--- src/ceg_pkg.sv ---
// Shared constants for the CAN exception and message RAM guard block
package ceg_pkg;
  // ----------------------------------------------------------------
  // Register byte offsets
  // ----------------------------------------------------------------
  localparam logic [7:0] CEG_OFS_CTRL   = 8'h00;
  localparam logic [7:0] CEG_OFS_IRQ    = 8'h04;
  localparam logic [7:0] CEG_OFS_MASK   = 8'h08;
  localparam logic [7:0] CEG_OFS_WDOG   = 8'h0C;
  localparam logic [7:0] CEG_OFS_ERRCNT = 8'h10;
  // ----------------------------------------------------------------
  // Field positions
  // ----------------------------------------------------------------
  localparam int CEG_CTRL_PXD   = 0;
  localparam int CEG_CTRL_INTEG = 8;
  localparam int CEG_IRQ_PEV    = 0;
  localparam int CEG_IRQ_FAIL   = 1;
  localparam int CEG_IRQ_WDOG   = 2;
  localparam int CEG_IRQ_W      = 3;
  localparam int CEG_ERR_CNT_W  = 7;
  localparam int CEG_ERR_PSV    = 15;
  // ----------------------------------------------------------------
  // Reset values and timing
  // ----------------------------------------------------------------
  localparam logic [CEG_IRQ_W-1:0] CEG_IRQ_RST  = 3'h0;
  localparam logic [15:0]          CEG_WDOG_RST = 16'h0000;
  localparam int                   CEG_INTEG_BITS = 11;
  typedef enum logic [0:0] {CEG_RECEIVE, CEG_INTEGRATE} ceg_state_t;
endpackage : ceg_pkg

--- src/ceg_bit_if.sv ---
// Bit-level link between the guard top and its recessive-bit counter
interface ceg_bit_if;
  logic bit_tick;
  logic rx_level;
  logic start;
  logic done;
  modport counter (input bit_tick, input rx_level, input start, output done);
  modport ctrl    (output bit_tick, output rx_level, output start, input done);
endinterface : ceg_bit_if

--- src/ceg_guard.sv ---
// CAN exception handling, bus integration and message RAM guard top
// What this block does
// [RL1] With exception handling on, a recessive FDF then recessive res bit flags an event and enters integration.
// [RL2] Integration ends after 11 consecutive recessive bits.
// [RL3] Setting the exception-disable bit to 1 stops the res bit from forcing integration.
// [RL4] A RAM timeout during storage leaves the frame incomplete, discards it on the next reception and sets the access-fail flag.
// [RL5] An enabled access-fail flag raises the host interrupt line.
// [RL6] Software programs the watchdog timeout to the longest expected RAM access delay.
// [RL7] No RAM answer within the watchdog time sets the watchdog flag.
// [RL8] Software discards the frame received after the access-fail flag rose once the watchdog flag is set.
// [RL9] Software clears a spurious access-fail flag when error passive and the receive count is 127.
// [RL10] Fail and watchdog flags stay set until cleared; all flags and counters reset to zero.
module ceg_guard
  import ceg_pkg::*;
#(
  parameter int WDOG_W = 16
) (
  input  wire logic                     pclk,
  input  wire logic                     presetn,
  input  wire logic                     psel,
  input  wire logic                     penable,
  input  wire logic                     pwrite,
  input  wire logic [7:0]               paddr,
  input  wire logic [31:0]              pwdata,
  output logic      [31:0]              prdata,
  output logic                          pready,
  output logic                          pslverr,
  input  wire logic                     can_rx,
  input  wire logic                     bit_tick,
  input  wire logic                     fdf_slot,
  input  wire logic                     res_slot,
  input  wire logic                     rx_store_start,
  input  wire logic                     ram_req,
  input  wire logic                     ram_ack,
  input  wire logic [CEG_ERR_CNT_W-1:0] rx_error_count,
  input  wire logic                     rx_error_passive,
  output logic                          bus_integrating,
  output logic                          store_abort,
  output logic                          frame_discard,
  output logic                          irq
);
  // ----------------------------------------------------------------
  // Pin synchroniser
  // ----------------------------------------------------------------
  logic rx_s1_q, rx_s2_q;
  always_ff @(posedge pclk or negedge presetn) begin
    if (!presetn) begin
      rx_s1_q <= 1'b1;
      rx_s2_q <= 1'b1;
    end else begin
      rx_s1_q <= can_rx;
      rx_s2_q <= rx_s1_q;
    end
  end

  // ----------------------------------------------------------------
  // APB decode
  // ----------------------------------------------------------------
  logic                 proto_exception_disable;
  logic [CEG_IRQ_W-1:0] sts_q, sts_d, mask_q, sts_set;
  logic [WDOG_W-1:0]    wdog_q;
  logic                 pready_q;
  ceg_state_t           state_q;

  wire access  = psel && penable;
  wire wr_en   = access && pready_q && pwrite;
  wire hit_ctl = (paddr == CEG_OFS_CTRL);
  wire hit_irq = (paddr == CEG_OFS_IRQ);
  wire hit_msk = (paddr == CEG_OFS_MASK);
  wire hit_wdg = (paddr == CEG_OFS_WDOG);
  wire hit_err = (paddr == CEG_OFS_ERRCNT);
  wire mapped  = hit_ctl || hit_irq || hit_msk || hit_wdg || hit_err;
  wire [CEG_IRQ_W-1:0] sts_clr = (wr_en && hit_irq) ? pwdata[CEG_IRQ_W-1:0] : '0;

  wire [31:0] rd_ctl = {23'h00_0000, (state_q == CEG_INTEGRATE), 7'h00,
                        proto_exception_disable};
  wire [31:0] rd_err = {16'h0000, rx_error_passive, 8'h00, rx_error_count};
  wire [31:0] rd_mux = hit_ctl ? rd_ctl :
                       hit_irq ? {29'h0000_0000, sts_q} :
                       hit_msk ? {29'h0000_0000, mask_q} :
                       hit_wdg ? {{(32-WDOG_W){1'b0}}, wdog_q} :
                       hit_err ? rd_err : 32'h0000_0000;

  // One wait state: data and answer are both registered
  always_ff @(posedge pclk or negedge presetn) begin
    if (!presetn) begin
      pready_q <= 1'b0;
      prdata   <= 32'h0000_0000;
      pslverr  <= 1'b0;
    end else begin
      pready_q <= access && !pready_q;
      prdata   <= (access && !pready_q && !pwrite) ? rd_mux : prdata;
      pslverr  <= access && !pready_q && !mapped;
    end
  end
  assign pready = pready_q;

  always_ff @(posedge pclk or negedge presetn) begin
    if (!presetn) begin
      proto_exception_disable <= 1'b0;
      mask_q                  <= CEG_IRQ_RST;
      wdog_q                  <= WDOG_W'(CEG_WDOG_RST);
    end else if (wr_en) begin
      if (hit_ctl) proto_exception_disable <= pwdata[CEG_CTRL_PXD];
      if (hit_msk) mask_q <= pwdata[CEG_IRQ_W-1:0];
      if (hit_wdg) wdog_q <= pwdata[WDOG_W-1:0];
    end
  end

  // ----------------------------------------------------------------
  // Protocol exception and bus integration
  // ----------------------------------------------------------------
  ceg_bit_if bif ();
  logic fdf_rec_q;
  wire  exc_event = bit_tick && res_slot && rx_s2_q && fdf_rec_q
                    && !proto_exception_disable && (state_q == CEG_RECEIVE); // RL1 RL3

  assign bif.bit_tick = bit_tick;
  assign bif.rx_level = rx_s2_q;
  assign bif.start    = exc_event;

  ceg_recessive_counter #(.N(CEG_INTEG_BITS)) u_cnt (
    .pclk    (pclk),
    .presetn (presetn),
    .b       (bif)
  );

  always_ff @(posedge pclk or negedge presetn) begin
    if (!presetn) begin
      fdf_rec_q <= 1'b0;
      state_q   <= CEG_INTEGRATE;
    end else begin
      if (bit_tick) fdf_rec_q <= fdf_slot && rx_s2_q;
      unique case (state_q)
        CEG_RECEIVE:   if (exc_event) state_q <= CEG_INTEGRATE; // RL1
        CEG_INTEGRATE: if (bif.done)  state_q <= CEG_RECEIVE;   // RL2
      endcase
    end
  end

  // ----------------------------------------------------------------
  // Message RAM watchdog
  // ----------------------------------------------------------------
  logic              ram_wait_q, incomplete_q;
  logic [WDOG_W-1:0] wcnt_q;
  // Zero timeout leaves the watchdog off rather than firing at once
  wire wd_event = ram_wait_q && !ram_ack && (wdog_q != '0) && (wcnt_q == wdog_q); // RL7

  always_ff @(posedge pclk or negedge presetn) begin
    if (!presetn) begin
      ram_wait_q   <= 1'b0;
      wcnt_q       <= '0;
      incomplete_q <= 1'b0;
    end else begin
      ram_wait_q <= (ram_req || ram_wait_q) && !ram_ack && !wd_event;
      wcnt_q     <= (ram_wait_q && !ram_ack && !wd_event) ? wcnt_q + 1'b1 : '0;
      if (wd_event)            incomplete_q <= 1'b1; // RL4
      else if (rx_store_start) incomplete_q <= 1'b0;
    end
  end

  // ----------------------------------------------------------------
  // Interrupt flags, set wins over clear
  // ----------------------------------------------------------------
  always_comb begin
    sts_set               = '0;
    sts_set[CEG_IRQ_PEV]  = exc_event;
    sts_set[CEG_IRQ_FAIL] = wd_event; // RL4
    sts_set[CEG_IRQ_WDOG] = wd_event; // RL7
    sts_d                 = (sts_q & ~sts_clr) | sts_set; // RL10
  end

  always_ff @(posedge pclk or negedge presetn) begin
    if (!presetn) begin
      sts_q           <= CEG_IRQ_RST;
      irq             <= 1'b0;
      bus_integrating <= 1'b1;
      store_abort     <= 1'b0;
      frame_discard   <= 1'b0;
    end else begin
      sts_q           <= sts_d;
      irq             <= |(sts_q & mask_q); // RL5
      bus_integrating <= (state_q == CEG_INTEGRATE);
      store_abort     <= wd_event;
      frame_discard   <= rx_store_start && incomplete_q; // RL4
    end
  end

  logic [3:0] run_q;
  always_ff @(posedge pclk or negedge presetn) begin
    if (!presetn) run_q <= 4'h0;
    else if (exc_event) run_q <= 4'h0;
    else if (bit_tick) run_q <= rx_s2_q ? ((run_q == 4'hF) ? run_q : run_q + 1'b1) : 4'h0;
  end
endmodule : ceg_guard

--- src/ceg_recessive_counter.sv ---
// Counter of consecutive recessive bits for bus integration
module ceg_recessive_counter #(
  parameter int N = 11
) (
  input  wire logic   pclk,
  input  wire logic   presetn,
  ceg_bit_if.counter  b
);
  localparam int CW = $clog2(N + 1);
  localparam logic [CW-1:0] LAST = CW'(N - 1);

  logic [CW-1:0] cnt_q;

  // Dominant bit restarts the run; no prior dominant bit is required
  always_ff @(posedge pclk or negedge presetn) begin
    if (!presetn) begin
      cnt_q  <= '0;
      b.done <= 1'b0;
    end else if (b.start) begin
      cnt_q  <= '0;
      b.done <= 1'b0;
    end else begin
      b.done <= b.bit_tick && b.rx_level && (cnt_q == LAST);
      if (b.bit_tick) begin
        cnt_q <= (b.rx_level && cnt_q != LAST) ? cnt_q + 1'b1 : '0;
      end
    end
  end
endmodule : ceg_recessive_counter
--- config.mk ---
export PLATFORM = sky130hd
export DESIGN_NAME = ceg_guard
export DESIGN_NICKNAME = d
export VERILOG_FILES = /design/src/ceg_pkg.sv /design/src/ceg_bit_if.sv /design/src/ceg_guard.sv /design/src/ceg_recessive_counter.sv
export SDC_FILE = /design/constraint.sdc
export NUM_CORES = 1
export LEC_CHECK = 0
export BUFFER_PORTS_ARGS = -buffer_cell sky130_fd_sc_hd__clkbuf_2
export CELL_PAD_IN_SITES_DETAIL_PLACEMENT = 1
export CELL_PAD_IN_SITES_GLOBAL_PLACEMENT = 2
export CORE_ASPECT_RATIO = 1.25
export CORE_MARGIN = 1
export CORE_UTILIZATION = 29
export DETAILED_ROUTE_END_ITERATION = 10
export PLACE_DENSITY_LB_ADDON = 0.1
export SLEW_MARGIN = 20
export SYNTH_ARGS = -nofsm -noshare
export SYNTH_HDL_FRONTEND = slang
export SYNTH_SLANG_ARGS = --single-unit
--- constraint.sdc ---
create_clock -name pclk -period 5.5 [get_ports pclk]
set_input_delay 0.275 -clock pclk [delete_from_list [all_inputs] [get_ports pclk]]
set_output_delay 0.275 -clock pclk [all_outputs]
set_load 0.005 [all_outputs]
==> flow_summary_export.csv <==
group,metric,value,unit
sta,maxClockFrequency,391,MHz
floorplanning,core_region_area,11700,sq um
setup_path,path_delay_family,"simple AND/OR/NAND/NOR gates",
layout,most-common-layout-cells,"sky130_fd_sc_hd__dfrtp_1, sky130_fd_sc_hd__clkbuf_2, sky130_fd_sc_hd__nand2_1, sky130_fd_sc_hd__nor3_1, sky130_fd_sc_hd__xnor2_1",
place,io_buffer_count,65,
layout,postLayoutCellArea,4270,sq um
pwr,pwr_density_cell,303,nW/um^2
sta,min_period_over_period,0.465,
sta,grt_setup_unrepaired,"false",
sta,final_max_slew_viol_count,0,
logic_synthesis,synthesis.instances,312,
global_routing,first_global_vias,2710,
route,wl,8380,microns
route,post-route-drc-count,0,
layout,flow.area_growth_from_synthesis,21.5,%
logic_synthesis,number_of_storage_elements_in_the_synthesis_netlist,72,
logic_synthesis,syn_area_per_cell,11.3,sq um
floorplanning,row_count,44,
clock_tree,clockRootBuffer,"sky130_fd_sc_hd__clkbuf_16",
clock_tree,worst_skew_pair.late_latency,0.33,ns
sta,setup_tns_final,0,ns
layout,most_common_library_cell_in_the_layout_ignoring_fill_and_taps,"sky130_fd_sc_hd__dfrtp_1",
logic_synthesis,synth_ff_type,"sky130_fd_sc_hd__dfrtp_1",
job,max_cap_violations,0,
route,avgViaCountPerCell,4.65,
sta,timing.hold.ws,0.0310,ns
sta,setup_viol_count_final,0,
floorplanning,design.die.area,12600,sq um
logic_synthesis,synth_top_cell_area_share,0.484,
clock_tree,ctsResizeCount,0,
clock_tree,cts_made_buffers,9,
setup_path,worstPathArrival,2.83,ns
floorplanning,floorplan.die.width,100,microns
layout,post_route_cells_drive_above_1_share,0.295,
place,routabilityCongestion,0.740,
setup_path,worst-path-max-fanout,19,
clock_tree,cts.sinks,72,
logic_synthesis,synth.yosys.seq_area_share,0.514,
global_routing,grt_first_pass_wirelength,14200,microns
logic_synthesis,synthDominantAreaCellType,"sky130_fd_sc_hd__dfrtp_1",
global_routing,globalRoute.totalOverflow,0,
setup_path,worst_path_largest_cell_delay,0.89,ns
floorplanning,die-height,125,microns
logic_synthesis,synth_edf_count,0,
setup_path,critical-path-slowest-cell,"sky130_fd_sc_hd__or4bb_1",
clock_tree,cts.clk_slew.worst_paths,0.06,ns
route,num_vias,2518,
logic_synthesis,post_synth_instance_area,3510,sq um
layout,insertedDiodeCount,0,
route,drt-initial-drc-count,76,
clock_tree,tritoncts,"done",
setup_path,worst-path-buf-inv,0,
sta,fin_skew,0.00781,ns
pwr,power.leakage,0.00206,uW
hold_path,hp-class,"in -> reg",
setup_path,worst_setup_path_end_kind,"flop",
clock_tree,post_cts_hold_buffer_count,0,
floorplanning,number_of_primary_i_o_pins,98,
status,outcome,"completed",
setup_path,critical_path_required,5.77,ns
logic_synthesis,async_reset_ff_frac,1.00,
setup_path,crit_chain,"or4bb_1, nor3_4, and2b_1, a22oi_1, nand2_1",
global_routing,grtUsageTotal,0.148,
sta,worst_slew_margin_rel,0.363,
logic_synthesis,post_synth_num_cell_types,51,
global_routing,grt_max_degree,73,
place,detailed_place.area,3930,sq um
logic_synthesis,synth_area_leaders,"sky130_fd_sc_hd__dfrtp_1, sky130_fd_sc_hd__xnor2_1, sky130_fd_sc_hd__mux2_4, sky130_fd_sc_hd__buf_4, sky130_fd_sc_hd__dfstp_2",
setup_path,timing_worst_setup_path_type,"reg -> reg",
logic_synthesis,ys_warn_count,0,
pwr,peak_ir_drop_on_the_vdd_network,0.108,mV
sta,worst_tran_pin_value,0.956,ns
sta,layout_min_cycle_time,2.56,ns
sta,hold_violations,0,
clock_tree,h-tree-depth,3,
route,avgRoutedWirePerCell,15.5,microns
clock_tree,cts_post_setup_buffers_inserted,0,
route,drt_pre_antenna_iters,4,
global_routing,grt_antenna_before_repair,0,
place,detailed_place_hpwl,6050,microns
floorplanning,initial_utilization,0.300,
clock_tree,max-clock-path-buffers,2,
route,postRouteAntennaNets,0,
setup_path,worst_setup_path_start_kind,"flop",
layout,num-nets-final,439,
[power breakdown]
part           switching, uW  internal (uW)  total (uW)
registers               13.5            550         564
logic                   46.5           29.7        76.3
clock network            210            444         654
[cell families after synthesis]
family / after synthesis / share of synthesized area
AOI/OAI and AO/OA: 42 / 0.0855
and+or+nand+nor: 105 / 0.174
buffers and inverters: 39 / 0.0655
xor gates and xnor gates: 30 / 0.0748
DFF: 72 / 0.514
adders and majority gates: 3 / 0.0107
other: 1 / 0.00107
muxes: 20 / 0.0744
[worst paths after layout]
check                           startpoint      endpoint  slack, ns  cells after the start
worst min register to register     rx_s1_q  bif.rx_level       0.36                      0
min in group asynchronous          presetn        pready       0.06                      1
worst max register to register      pready    prdata[15]       2.94                      5
worst min-delay path                can_rx       rx_s1_q       0.03                      1
max in group asynchronous          presetn     wcnt_q[8]       4.78                      1
worst max-delay path                pready    prdata[15]       2.94                      5
[synth_stat cells (all sizes together) (2+ instances only)]
cell     count
a21o         4
a21oi        4
a22o         7
a22oi        8
and2         2
and3         4
and4         2
buf         23
clkbuf       6
dfrtp       68
dfstp        4
ha           3
inv         10
mux2        19
nand2       22
nand2b       2
nand3        9
nand4       15
nor2         5
nor2b        3
nor3        21
nor3b        2
nor4         8
o2111ai      2
o21ai        7
o22ai        5
or3          3
xnor2       18
xor2        12
[state kept, by name (all words and copies together), names as in the netlist, 3 cells and up]
name / cells
sts_q: 3
mask_q: 3
prdata: 16
u_cnt.cnt_q: 4
wcnt_q: 16
wdog_q: 16
[worst reg2reg max path: cells and delay by family (launching register included)]
kind	cells	cell delay, ns
and+or+nand+nor	4	1.96
DFF	1	0.40
AOI/OAI and AO/OA	1	0.13
[metrics by stage]
stage / total power, uW / util / setup WS (ns) / cells
floorplan: 614 / - / 3.49 / 327
global placement: 649 / 0.335 / 2.93 / 526
detailed placement: 652 / 0.335 / 2.92 / 526
CTS: 1320 / 0.364 / 2.89 / 541
global route: 1350 / 0.364 / 2.70 / 541
finish: 1290 / 0.364 / 2.94 / 541
[routing by layer]
layer  wire, microns  track usage  share of wire
met5               0            0              0
met4             144       0.0580          0.017
met3             374       0.0397          0.045
met2            3970        0.230           0.47
met1            3890        0.195           0.46
[cell type report]
type / instances / area, sq um
Clock buffer: 13 / 280
Clock inverter: 2 / 60.1
Fill cell: 1321 / 7460
Inverter: 10 / 37.5
Multi-Input combinational cell: 216 / 1540
Sequential cell: 72 / 1810
Tap cell: 161 / 201
Timing Repair Buffer: 67 / 343
No activity file was read; power rests on OpenSTA's default activity.
